--- config.mk ---
export PLATFORM = sky130hd
export DESIGN_NAME = gpx_expander
export DESIGN_NICKNAME = d
export VERILOG_FILES = /design/src/verilog/gpx_pkg.sv /design/src/verilog/gpx_sync.sv /design/src/verilog/gpx_pin_bank.sv /design/src/verilog/gpx_expander.sv
export VERILOG_INCLUDE_DIRS = /design/src /design/src/verilog
export SDC_FILE = /design/constraint.sdc
export NUM_CORES = 1
export LEC_CHECK = 0
export BUFFER_PORTS_ARGS = -buffer_cell sky130_fd_sc_hd__buf_2
export CAP_MARGIN = 10
export CORE_ASPECT_RATIO = 0.8
export CORE_UTILIZATION = 40
export DETAILED_ROUTE_END_ITERATION = 12
export HOLD_SLACK_MARGIN = 0.08
export MAX_ROUTING_LAYER = met4
export PLACE_DENSITY = 0.59
export SLEW_MARGIN = 10
export SYNTH_ARGS = -nofsm -noshare
export SYNTH_HDL_FRONTEND = slang
export SYNTH_SLANG_ARGS = --single-unit
--- constraint.sdc ---
create_clock -name clk -period 2.1 [get_ports clk]
set_input_delay 0.105 -clock clk [delete_from_list [all_inputs] [get_ports clk]]
set_output_delay 0.105 -clock clk [all_outputs]
set_load 0.03 [all_outputs]
--- src/verilog/gpx_map.svh ---
// Register offsets, reset values and bus constants of the expander
`ifndef GPX_MAP_SVH
`define GPX_MAP_SVH

`define GPX_SEL_IN0 3'h0
`define GPX_SEL_IN1 3'h1
`define GPX_SEL_OUT0 3'h2
`define GPX_SEL_OUT1 3'h3
`define GPX_SEL_INV0 3'h4
`define GPX_SEL_INV1 3'h5
`define GPX_SEL_DIR0 3'h6
`define GPX_SEL_DIR1 3'h7

`define GPX_RST_OUT 16'hffff
`define GPX_RST_INV 16'h0000
`define GPX_RST_DIR 16'hffff
`define GPX_RST_SEL 3'h0

`define GPX_ADDR_FIXED 4'h4
`define GPX_BITS_PER_BYTE 4'h8

`endif

--- src/verilog/gpx_pkg.sv ---
// Types shared by the expander modules
package gpx_pkg;

  typedef enum logic [2:0] {
    GPX_IDLE = 3'h0,
    GPX_ADDR = 3'h1,
    GPX_AACK = 3'h3,
    GPX_CMD = 3'h2,
    GPX_WACK = 3'h6,
    GPX_WDAT = 3'h7,
    GPX_TX = 3'h5,
    GPX_RACK = 3'h4
  } gpx_state_t;

  typedef struct packed {
    logic [15:0] out;
    logic [15:0] inv;
    logic [15:0] dir;
  } gpx_regs_t;

  typedef struct packed {
    logic scl;
    logic sda;
    logic [2:0] strap;
    logic [15:0] pins;
  } gpx_pins_t;

  typedef struct packed {
    logic [15:0] val;
    logic [15:0] oe_n;
  } gpx_drive_t;

  typedef struct packed {
    gpx_state_t state;
    gpx_regs_t regs;
    logic [2:0] sel;
    logic [7:0] shift;
    logic [3:0] cnt;
    logic rw;
    logic acked;
    logic scl_q;
    logic sda_q;
    logic sda_oe_n;
    logic sda_out;
    gpx_drive_t drive;
  } gpx_core_t;

endpackage

--- src/verilog/gpx_sync.sv ---
// Two-stage synchroniser for levels from outside the clock domain
`timescale 1ns/1ps
module gpx_sync #(
  parameter int W = 1
) (
  // Clock and reset
  input wire logic clk,
  input wire logic rst_n,
  // Data
  input wire logic [W-1:0] d,
  output logic [W-1:0] q
);
  typedef struct packed {
    logic [W-1:0] s2;
    logic [W-1:0] s1;
  } gpx_sync_st_t;

  gpx_sync_st_t st;
  gpx_sync_st_t next_st;

  always_comb begin
    next_st.s1 = d;
    next_st.s2 = st.s1;
  end

  always_ff @(posedge clk) begin
    if (!rst_n) begin
      // Idle bus level, so no false scl or sda edge follows reset
      st <= '1;
    end else begin
      st <= next_st;
    end
  end

  assign q = st.s2;
endmodule // gpx_sync

--- src/verilog/gpx_pin_bank.sv ---
// Per-pin sensed level and driver values
`timescale 1ns/1ps
module gpx_pin_bank #(
  parameter int W = 16
) (
  // Register contents
  input wire logic [W-1:0] latch,
  input wire logic [W-1:0] dir,
  input wire logic [W-1:0] inv,
  // Pin side
  input wire logic [W-1:0] pins,
  output logic [W-1:0] level,
  output logic [W-1:0] drv_val,
  output logic [W-1:0] drv_oe_n
);
  for (genvar i = 0; i < W; i++) begin : g_pin
    // Pin levels read back whatever the direction
    assign level[i] = pins[i] ^ inv[i];
    // Latch reaches the pin only when it is an output
    assign drv_oe_n[i] = dir[i];
    assign drv_val[i] = latch[i];
  end
endmodule // gpx_pin_bank

--- src/verilog/gpx_expander.sv ---
// Sixteen-bit I/O expander: serial slave, registers and pin logic
`timescale 1ns/1ps
`include "gpx_map.svh"

// Functional notes
// - Input registers always show the current pin levels, any direction.
// - Writes to the input registers are ignored.
// - Input registers have no reset value; they follow the pins.
// - Output pins drive the level held in their latch bit.
// - Latch bits of input pins do not touch the pins.
// - Latch reads return the stored bits, not the pin levels.
// - Output latches reset to all ones.
// - An invert bit of one inverts the sensed pin level.
// - An invert bit of zero keeps the sensed level as is.
// - Invert registers reset to all zeros.
// - A direction bit of one makes the pin a high-impedance input.
// - A direction bit of zero makes the pin an output.
// - Direction registers reset to all ones, all pins inputs.
// - Command byte is stored; its low three bits select one register.
// - Reads keep using the selected register until a new command.
// - Each further byte alternates to the other register of the pair.
module gpx_expander (
  // Clock and reset
  input wire logic clk,
  input wire logic rst_n,
  // Serial bus, address straps and port pins, all asynchronous
  input wire gpx_pkg::gpx_pins_t pins_in,
  // Serial data open-drain driver
  output logic sda_out,
  output logic sda_oe_n,
  // Port pin drivers
  output gpx_pkg::gpx_drive_t pin_drive
);
  import gpx_pkg::*;

  gpx_core_t st;
  gpx_core_t next_st;
  gpx_pins_t pins_s;
  logic [15:0] level;
  logic [15:0] drv_val;
  logic [15:0] drv_oe_n;
  logic scl_rise;
  logic scl_fall;
  logic bus_start;
  logic bus_stop;
  logic byte_done;
  logic addr_hit;
  logic wr_stb;

  // Every external level is synchronised before use
  gpx_sync #(
    .W($bits(gpx_pins_t))
  ) u_sync (
    .clk(clk),
    .rst_n(rst_n),
    .d(pins_in),
    .q(pins_s)
  );

  gpx_pin_bank #(
    .W(16)
  ) u_bank (
    .latch(st.regs.out),
    .dir(st.regs.dir),
    .inv(st.regs.inv),
    .pins(pins_s.pins),
    .level(level),
    .drv_val(drv_val),
    .drv_oe_n(drv_oe_n)
  );

  // Byte returned for the selected register; bit n is pin n of the port
  function automatic logic [7:0] read_mux(input logic [2:0] sel,
                                          input logic [15:0] lvl,
                                          input gpx_regs_t r);
    logic [15:0] word;
    word = lvl;
    unique case (sel[2:1])
      2'h0: word = lvl;
      2'h1: word = r.out;
      2'h2: word = r.inv;
      2'h3: word = r.dir;
    endcase
    return sel[0] ? word[15:8] : word[7:0];
  endfunction

  // Edge and condition detection on the synchronised bus lines
  assign scl_rise = pins_s.scl && !st.scl_q;
  assign scl_fall = !pins_s.scl && st.scl_q;
  assign bus_start = pins_s.scl && st.scl_q && st.sda_q && !pins_s.sda;
  assign bus_stop = pins_s.scl && st.scl_q && !st.sda_q && pins_s.sda;
  assign byte_done = scl_fall && (st.cnt == `GPX_BITS_PER_BYTE);
  assign addr_hit = (st.shift[7:1] == {`GPX_ADDR_FIXED, pins_s.strap});
  assign wr_stb = (st.state == GPX_WDAT) && byte_done;

  always_comb begin
    next_st = st;
    next_st.scl_q = pins_s.scl;
    next_st.sda_q = pins_s.sda;
    next_st.drive.val = drv_val;
    next_st.drive.oe_n = drv_oe_n;
    next_st.sda_out = 1'b0;
    if (bus_stop) begin
      next_st.state = GPX_IDLE;
      next_st.sda_oe_n = 1'b1;
    end else if (bus_start) begin
      // A repeated start restarts the address phase; selection is kept
      next_st.state = GPX_ADDR;
      next_st.cnt = 4'h0;
      next_st.sda_oe_n = 1'b1;
    end else begin
      unique case (st.state)
        GPX_IDLE: begin
          next_st.sda_oe_n = 1'b1;
        end
        GPX_ADDR, GPX_CMD, GPX_WDAT: begin
          if (scl_rise && st.cnt != `GPX_BITS_PER_BYTE) begin
            next_st.shift = {st.shift[6:0], pins_s.sda};
            next_st.cnt = st.cnt + 4'h1;
          end else if (byte_done) begin
            next_st.cnt = 4'h0;
            next_st.sda_oe_n = 1'b0;
            if (st.state == GPX_ADDR) begin
              next_st.rw = st.shift[0];
              if (addr_hit) begin
                next_st.state = GPX_AACK;
              end else begin
                // Not for us: stay off the bus until the next start
                next_st.state = GPX_IDLE;
                next_st.sda_oe_n = 1'b1;
              end
            end else if (st.state == GPX_CMD) begin
              next_st.sel = st.shift[2:0];
              next_st.state = GPX_WACK;
            end else begin
              unique case (st.sel[2:1])
                2'h0: begin
                  // Input registers are read-only; byte is dropped
                  next_st.regs = st.regs;
                end
                2'h1: begin
                  if (st.sel[0]) begin
                    next_st.regs.out[15:8] = st.shift;
                  end else begin
                    next_st.regs.out[7:0] = st.shift;
                  end
                end
                2'h2: begin
                  if (st.sel[0]) begin
                    next_st.regs.inv[15:8] = st.shift;
                  end else begin
                    next_st.regs.inv[7:0] = st.shift;
                  end
                end
                2'h3: begin
                  if (st.sel[0]) begin
                    next_st.regs.dir[15:8] = st.shift;
                  end else begin
                    next_st.regs.dir[7:0] = st.shift;
                  end
                end
              endcase
              // Further write bytes go to the other register of the pair
              next_st.sel = {st.sel[2:1], ~st.sel[0]};
              next_st.state = GPX_WACK;
            end
          end
        end
        GPX_AACK: begin
          if (scl_fall) begin
            if (st.rw) begin
              // Snapshot taken at the ack clock, as the pins stand now
              next_st.shift = read_mux(st.sel, level, st.regs);
              next_st.sda_oe_n = read_mux(st.sel, level, st.regs) >> 7 != 8'h0;
              next_st.cnt = 4'h0;
              next_st.state = GPX_TX;
            end else begin
              next_st.sda_oe_n = 1'b1;
              next_st.state = GPX_CMD;
            end
          end
        end
        GPX_WACK: begin
          if (scl_fall) begin
            next_st.sda_oe_n = 1'b1;
            next_st.state = GPX_WDAT;
          end
        end
        GPX_TX: begin
          if (scl_fall) begin
            next_st.cnt = st.cnt + 4'h1;
            if (st.cnt == `GPX_BITS_PER_BYTE - 4'h1) begin
              next_st.sda_oe_n = 1'b1;
              next_st.state = GPX_RACK;
            end else begin
              next_st.shift = {st.shift[6:0], 1'b0};
              next_st.sda_oe_n = st.shift[6];
            end
          end
        end
        GPX_RACK: begin
          if (scl_rise) begin
            next_st.acked = !pins_s.sda;
          end else if (scl_fall) begin
            if (st.acked) begin
              next_st.sel = {st.sel[2:1], ~st.sel[0]};
              next_st.shift = read_mux({st.sel[2:1], ~st.sel[0]}, level,
                                       st.regs);
              next_st.sda_oe_n = read_mux({st.sel[2:1], ~st.sel[0]}, level,
                                          st.regs) >> 7 != 8'h0;
              next_st.cnt = 4'h0;
              next_st.state = GPX_TX;
            end else begin
              // Master refused the byte: release and wait for stop
              next_st.state = GPX_IDLE;
            end
          end
        end
      endcase
    end
  end

  always_ff @(posedge clk) begin
    if (!rst_n) begin
      st.state <= GPX_IDLE;
      st.regs.out <= `GPX_RST_OUT;
      st.regs.inv <= `GPX_RST_INV;
      st.regs.dir <= `GPX_RST_DIR;
      st.sel <= `GPX_RST_SEL;
      st.shift <= 8'h00;
      st.cnt <= 4'h0;
      st.rw <= 1'b0;
      st.acked <= 1'b0;
      st.scl_q <= 1'b1;
      st.sda_q <= 1'b1;
      st.sda_oe_n <= 1'b1;
      st.sda_out <= 1'b0;
      st.drive.val <= `GPX_RST_OUT;
      st.drive.oe_n <= `GPX_RST_DIR;
    end else begin
      st <= next_st;
    end
  end

  assign sda_out = st.sda_out;
  assign sda_oe_n = st.sda_oe_n;
  assign pin_drive = st.drive;
endmodule // gpx_expander

==> run summary, run 1 <==
The run gives 0.00291 mm² as the area occupied by registers. The analysis attributes to cell leakage a power of 0.00305 µW. STA classifies the critical path endpoint as a flop. The mapped netlist covers 0.00675 mm². The run finished with clean final reports. The count of nets left with antenna violations once routing finished came out at 0.

The worst endpoint required time is 2.44 ns, and the slew of the pin with the lowest slew margin is 0.645 ns. The run gives 0 as the setup-violating endpoint count in the final report. Yosys mapped a number of flops with a built-in enable equal to 0. Path category of the worst min-delay check: primary input to flop. The logs give 0.00338 mm² for the footprint of the multi-input gates and 0.0174 mm² for the die area.

57 I/O pins were placed. The number of slew-limit violations in the final report came out at 0. The flip-flop and latch count after synthesis came out at 145. Data arrives at the worst endpoint at 2.38 ns. Across all setup checks in the final design, the least slack found is 0.0624 ns.

The per-cell via count in the routed design came out at 5.30. The HPWL after detailed placement is 12300 µm. Setup repair after global routing could not meet its margin everywhere. The library cells used most frequently in the layout, excluding fill and tap cells, are sky130_fd_sc_hd__dfxtp_1, sky130_fd_sc_hd__nand2_1, sky130_fd_sc_hd__nand2b_1. The total global-route track usage came out at 0.211. Number of buffers added on ports: 55. The final critical-path required period works out to 2.04 ns.

The biggest area contributor in the post-synthesis netlist is sky130_fd_sc_hd__dfxtp_1. The worst reg-to-reg setup slack was 0.06 ns; the average cell area after synthesis was 8.79 µm². In this run the post-CTS setup repair buffer count came out at 0.

Clock tree synthesis found a total of 145 sinks. Setup total negative slack on the finished layout was measured at 0 ns. The H-tree depth reported by CTS is 4.

TritonCTS built the clock tree. By startpoint and endpoint, the worst setup path is classified as flop to flop. The share of synthesized registers carrying an async set or reset works out to 0. The tree is rooted in a sky130_fd_sc_hd__clkbuf_16.

The area share of the largest cell type after synthesis came out at 0.430. Dividing the detail-routed wire length by the instance count gives 16.6 µm. For the number of buffers created by CTS, the log shows 17. After technology mapping, the gate count stands at 768.

Fraction of final layout cells sized beyond drive strength 1: 0.244. Yosys printed 0 warnings. Ranked by total cell area, the synthesized netlist is headed by sky130_fd_sc_hd__dfxtp_1, sky130_fd_sc_hd__nand2b_1, sky130_fd_sc_hd__nand2_1. The relative max-transition margin is 0.565. The logs give 75 for the count of unique library cells instantiated by Yosys and 0.409 for the effective utilization at floorplan. Leaving out fill and tap cells, the most frequent cell in the layout is sky130_fd_sc_hd__dfxtp_1. For the number of nets in the layout, the log shows 871.

Sum of overflow across all layers after global routing: 0. At the end of routability-driven placement, the weighted congestion stood at 0.930. The final-layout fill cell count was 1570; the via count of the routed design was 5715.

The first global-routing pass estimated 27800 µm of wire. The number of antenna violations at the first check in global routing is 0, and the die boundary width is 147 µm. In this run the critical register-to-register path is launched from st[38]$_SDFFE_PN0P_. The part of the Yosys area used for sequential elements is 0.430. Row generation in the floorplan step produced 42 rows. The first detailed-routing pass took 7 iterations.

The number of hold violations in the final report is 0. The startpoint identified for the worst hold timing path is pins_in[18]. The tools report the area of the placeable core as 0.0165 mm². The clock latency on the worst-skew pair came out at 0.42 ns. In this run the worst setup path begins at st[38]$_SDFFE_PN0P_. The post-synth net total came out at 794. Clock skew on the completed layout was measured at 0.00818 ns. The first routing iteration left 501 violations. The final worst-path cycle share is 0.970, and the number of antenna cells inserted is 0.

The area growth from synthesis to layout is 22.6%. The die is 118 µm tall. The predominant post-synthesis flop cell is sky130_fd_sc_hd__dfxtp_1. STA classifies the critical path startpoint as a flop. OpenSTA, run right after detailed placement, puts the worst setup slack at 0.00593 ns. The power density over the cells works out to 753 mW/mm². Counting along the longest clock path gives a buffer depth of 2. The fmax is 491 MHz, and the clock slew at the register clock pins of the worst setup and hold paths is 0.06 ns.

The pin count of the biggest net entering global routing was 66. The tools report the total wirelength of the detailed-routed design as 17900 µm. In this run the worst path has a maximum fanout of 8.

The logs give 0 for the reported max-cap violation count and 0 for the post-route DRC violation count. For the number of global-route vias before repair, the log shows 5236. Maximum ir drop on the vdd rail: 0.521 mV.
==> metal layers <==
metal / up-vias / GRT usage / wire, µm
met5: - / - / 0
met4: 0 / 0.0689 / 356
met3: 32 / 0.0467 / 1210
met2: 245 / 0.304 / 7770
met1: 2665 / 0.291 / 8610
li1: 2773 / - / -
==> power by group <==
| group | total [µW] | leakage, µW | switching, µW | internal, µW |
|---|---|---|---|---|
| registers | 2830 | 0.00119 | 30.3 | 2800 |
| clock network | 3070 | 0.000279 | 1280 | 1790 |
| logic | 332 | 0.00158 | 181 | 151 |
==> flip-flops by register name, summed over array words and instances, names as in the netlist <==
signal / flops
u_sync.next_st: 21
pin_drive: 32
st: 70
u_sync.q: 21
sda_oe_n: 1
==> through the flow <==
stage | total power, µW | utilization | std cells | cell area, µm² | hold slack, ns
after floorplan | 3070 | - | 768 | 6750 | 0.206
after global placement | 3170 | 0.447 | 1023 | 7370 | 0.283
after detailed placement | 3180 | 0.447 | 1023 | 7370 | 0.291
after CTS | 6290 | 0.496 | 1077 | 8190 | 0.383
after global routing | 6480 | 0.502 | 1078 | 8280 | 0.404
final | 6230 | 0.502 | 1078 | 8280 | 0.392
==> final cells by class <==
| cell class | count | share of cell area |
|---|---|---|
| clock inverters | 15 | 0.0212 |
| inverters | 8 | 0.00363 |
| flip-flops and latches | 145 | 0.352 |
| multi-input cells | 526 | 0.409 |
| clock buffers | 17 | 0.0514 |
| well taps | 220 | 0.0333 |
| repair buffers | 147 | 0.130 |
==> worst paths after layout <==
path | end | cells after the start
hold reg to reg | u_sync.q[9]$_SDFF_PN1_ | 1
setup / recovery | st[43]$_SDFFE_PN0P_ | 8
setup reg to reg | st[43]$_SDFFE_PN0P_ | 8
hold / removal | u_sync.next_st[39]$_SDFF_PN1_ | 3
==> repair_timing <==
action | in CTS | in global routing
hold endpoints to repair | 23 | 0
endpoints found under the setup margin | 1 | 31
gates resized for setup | 1 | 18
pin swaps | 0 | 1
cloned | 0 | 1
hold buffers | 22 | 0
==> synthesized netlist by cell type, types with 5 or more instances <==
library cell	count
sky130_fd_sc_hd__a22oi_1	5
sky130_fd_sc_hd__and3_1	10
sky130_fd_sc_hd__o21ai_0	24
sky130_fd_sc_hd__buf_2	14
sky130_fd_sc_hd__dfxtp_1	145
sky130_fd_sc_hd__mux2i_1	34
sky130_fd_sc_hd__nand2b_1	83
sky130_fd_sc_hd__clkbuf_1	35
sky130_fd_sc_hd__buf_4	35
sky130_fd_sc_hd__o32ai_1	5
sky130_fd_sc_hd__o21ai_1	9
sky130_fd_sc_hd__mux2_2	16
sky130_fd_sc_hd__o31a_1	5
sky130_fd_sc_hd__nand2_1	119
sky130_fd_sc_hd__a21boi_0	8
sky130_fd_sc_hd__nand3_1	12
sky130_fd_sc_hd__o31ai_1	6
sky130_fd_sc_hd__a21boi_1	8
sky130_fd_sc_hd__inv_1	7
sky130_fd_sc_hd__nor2b_1	6
sky130_fd_sc_hd__a31oi_1	8
sky130_fd_sc_hd__nor3b_1	9
sky130_fd_sc_hd__a21oi_1	41
sky130_fd_sc_hd__nor3_1	10
sky130_fd_sc_hd__nor2_1	31
==> critical path: stages, from the launching register on <==
cell and delay [ns]:
sky130_fd_sc_hd__dfxtp_2 0.33, sky130_fd_sc_hd__inv_1 0.04, sky130_fd_sc_hd__ha_1 0.19, sky130_fd_sc_hd__and3b_2 0.27
sky130_fd_sc_hd__o21a_1 0.24, sky130_fd_sc_hd__and3_4 0.21, sky130_fd_sc_hd__and4bb_4 0.43, sky130_fd_sc_hd__o21ai_1 0.08
sky130_fd_sc_hd__a31oi_1 0.18
==> cell families after synthesis <==
group / synth area share
muxes: 0.0771
buffers and inverters: 0.0799
xor gates and xnor gates: 0.00779
other: 0.000556
AOI/OAI and AO/OA: 0.158
DFF: 0.430
and+or+nand+nor: 0.238
adders and majority gates: 0.00816
No activity file was read; power rests on OpenSTA's default activity.
==> run 2, diff against run 1 <==
Settings changed: REMOVE_ABC_BUFFERS set to 1.
==> run 2 against run 1 <==
- clock-buffer cell count rose by 3
- power down 1.7%
- die area did not move
- non-clock buffer count is 10 lower
- global-route usage grew 0.46 points
- sequential share of layout area increased by 0.34 points
- final cell count shrank 1.0%
- sequential power is essentially flat
- flip-flop and latch count did not move
- setup slack gained 0.041 ns
- critical path depth increased by 1
- highest routed layer unchanged
==> run summary, run 2 (synthesis gave the netlist of run 1 again) <==
TritonCTS built the clock tree. The maximum root-to-sink buffer count was 2 (unchanged); the final critical-path required period was 2.00 ns (-0.0411 ns). The tools report the area after detailed placement as 0.00730 mm² (-0.98%). The post-route DRC violation count is 0 (unchanged), and the maximum ir drop on the vdd rail is 0.555 mV (+6.5%).

Setup-violating endpoint count in the final report: 0 (unchanged). The effective utilization at floorplan was 0.409 (unchanged). Die area: 0.0174 mm² (unchanged). The clock slew at the register clock pins of the worst setup and hold paths came out at 0.06 ns (about the same). The end of the worst hold path was st[103]$_SDFFE_PP0P_. The logs give 7830 µm (+0.80%) for the met2 wire length and 0.00336 mm² (-0.70%) for the footprint of the multi-input gates. Per-cell via count in the routed design: 5.25 (-1.1%). The synthesis-to-finish area growth came out at 21.4%. The internal power summed over all cells is 4730 µW (about the same), and the switching component of the power is 1390 µW (-6.8%). The run gives 427 (-15%) as the iteration-0 DRC count of the detailed router. The tools report the number of nets with antenna violations after detailed routing as 0 (unchanged). For the number of antenna cells inserted, the log shows 0 (unchanged). The number of antenna violations at the first check in global routing is 0 (unchanged). The flow ran to the end, and the final reports show no timing, DRC or antenna violations.

Average wire length per cell after detail routing: 16.7 µm (+0.10%). The number of global-route vias before repair was 5251 (+0.29%); the clock sink count was 145 (unchanged). The relative max-transition margin is 0.630 (+0.0645). Depth of the worst register-to-register path: 9 (+1). The fraction of final layout cells sized beyond drive strength 1 was 0.230 (-0.0134). The highest metal layer carrying signal wires in the routed design is met4. For the reported max-cap violation count, the log shows 0 (unchanged).

First-pass GRT wire length: 28100 µm (+0.99%). In this run the most critical hold path is launched from rst_n. The depth of the worst hold-timing path is 3 (unchanged).

The sequential share of power is 0.462 (+0.008). Total wirelength of the detailed-routed design: 17800 µm (-0.92%). The critical path class was flop to flop. More flip-flops sit in one register than any other, and that register is st. The final worst-path cycle share was 0.951 (-0.0196). Maximum net fanout on the critical path: 7 (-1). The tools report the total global-route track usage as 0.216 (+0.00459).

The final-layout fill cell count is 1552 (-1.1%). Category of the worst setup path capture point: a flop. The switching power as a share of total power was 0.228 (-0.0124); the clock latency on the worst-skew pair was 0.43 ns (about the same). The routed length on met1 was 8940 µm (+3.9%); the number of nets in the layout was 860 (-1.3%).

The logs give 0.104 ns (+0.0411 ns) for the setup slack of the critical path after layout and 757 µm (-37%) for the met3 wire length. The die boundary height works out to 118 µm (unchanged). The tools report the worst clock skew as 0.00945 ns (+0.00127 ns).

Area occupied by registers: 0.00291 mm² (about the same). Power density over the cells: 748 mW/mm² (-0.65%). The tools report the startpoint of the worst-slack reg-to-reg timing path as st[39]$_SDFFE_PN0P_. The run gives 0.053 (about the same) as the proportion of power drawn by combinational gates.

The number of detailed-routing iterations run before antenna repair came out at 5 (-2). The floorplan row count came out at 42 (unchanged). The arrival time reported for the critical path endpoint is 2.34 ns (-0.04 ns).

The run gives 4 (unchanged) as the H-tree depth reported by CTS. For the static leakage, the log shows 0.00300 µW (-1.5%). The root buffer selected by CTS was sky130_fd_sc_hd__clkbuf_16. For the HPWL reported at the end of detailed placement, the log shows 12400 µm (+0.75%).

The number of buffers created by CTS was 17 (unchanged). Endpoint of the most critical register-to-register path: st[46]$_SDFFE_PN0P_. The library cells used most frequently in the layout, excluding fill and tap cells, are sky130_fd_sc_hd__dfxtp_1, sky130_fd_sc_hd__nand2_1, sky130_fd_sc_hd__nand2b_1. STA classifies the critical path startpoint as a flop. The tools report the worst setup timing slack at the placement stage as -0.0279 ns (-0.0338 ns). The logs give 0 ns (unchanged) for the sum of negative setup slack and 2.45 ns (about the same) for the worst endpoint required time.

The path class of the tightest hold or removal check is primary input to flop. The fmax was 501 MHz (+2.1%). The number of buffers added on ports came out at 55 (unchanged).

The final estimated routing congestion in global placement was 0.888 (-4.5%). The worst-case hold slack is 0.165 ns (-0.226 ns). The top-level I/O count was 57 (unchanged); the pin count of the biggest net entering global routing was 105 (+59%). The clock network power share was 0.485 (-0.008); the final design utilization was 0.496 (-0.00516). The logs give 0 (unchanged) for the number of slew-limit violations in the final report and 0 (unchanged) for the number of hold violations in the final report.

The via count of the routed design is 5597 (-2.1%), and the worst reg-to-reg setup slack is 0.10 ns (+0.04 ns). The slew of the pin with the lowest slew margin was 0.554 ns (-0.0907 ns). Area of the placeable core: 0.0165 mm² (unchanged). The final design instance area without fill is 0.00819 mm² (-1.0%).

The flip-flop count of the largest register, all copies and words added was 70 (unchanged). The sum of overflow across all layers after global routing came out at 0 (unchanged). The library cell used most frequently in the layout, excluding fill and tap cells, is sky130_fd_sc_hd__dfxtp_1. Die boundary width: 147 µm (unchanged).
[run 2: final cells by class]
cell class,count,area share
tap,220,0.0336
sequential,145,0.355
clock buffer,20,0.0545
inverter,8,0.00367
multi-input combinational,525,0.410
clock inverter,12,0.0160
timing repair buffer,137,0.127
[run 2: worst max path at each step]
stage / from / end / slack, ns
2_1_floorplan: st[51]$_SDFFE_PN0P_ / st[100]$_SDFFE_PN1P_ / -1.07
3_3_place_gp: u_sync.q[20]$_SDFF_PN1_ / st[43]$_SDFFE_PN0P_ / 0.004
3_5_place_dp: st[102]$_SDFFE_PP0P_ / st[40]$_SDFFE_PN0P_ / -0.03
4_1_cts: st[38]$_SDFFE_PN0P_ / st[42]$_SDFFE_PN0P_ / 0.005
5_1_grt: st[38]$_SDFFE_PN0P_ / st[38]$_SDFFE_PN0P_ / -0.006
6_report: st[39]$_SDFFE_PN0P_ / st[46]$_SDFFE_PN0P_ / 0.10
[run 2: repair_timing]
action	in CTS	in global routing
hold endpoints to repair	21	0
setup buffers	3	1
hold buffers	21	0
resized for setup	3	18
setup endpoints to repair	5	54
pin swaps	1	8
[run 2: worst max-delay path, stage by stage (launching register included)]
cell	delay [ns]
sky130_fd_sc_hd__dfxtp_2	0.33
sky130_fd_sc_hd__inv_2	0.04
sky130_fd_sc_hd__ha_4	0.15
sky130_fd_sc_hd__and3b_2	0.25
sky130_fd_sc_hd__o21a_4	0.26
sky130_fd_sc_hd__and3_1	0.20
sky130_fd_sc_hd__and4bb_4	0.35
sky130_fd_sc_hd__buf_12	0.12
sky130_fd_sc_hd__o21ai_1	0.06
sky130_fd_sc_hd__a31oi_1	0.17
[run 2: metrics by stage]
stage          cells  total power, µW
4_1_cts         1066             6190
3_5_place_dp    1010             3170
3_3_place_gp    1010             3160
5_1_grt         1067             6360
6_report        1067             6130
2_1_floorplan    678             3020
[run 2: power by group through the flow]
stage	logic (µW)	clock network, µW	registers, µW
after floorplan	127	0	2900
final	322	2980	2830
after CTS	318	3040	2830
after global routing	350	3180	2830
after global placement	275	0	2890
after detailed placement	280	0	2890
[run 2: routing by layer]
metal  vias to the layer above  GRT usage
met1                      2681      0.298
met3                        21     0.0452
met5                         -          -
met2                       155      0.314
met4                         0     0.0677
li1                       2740          -
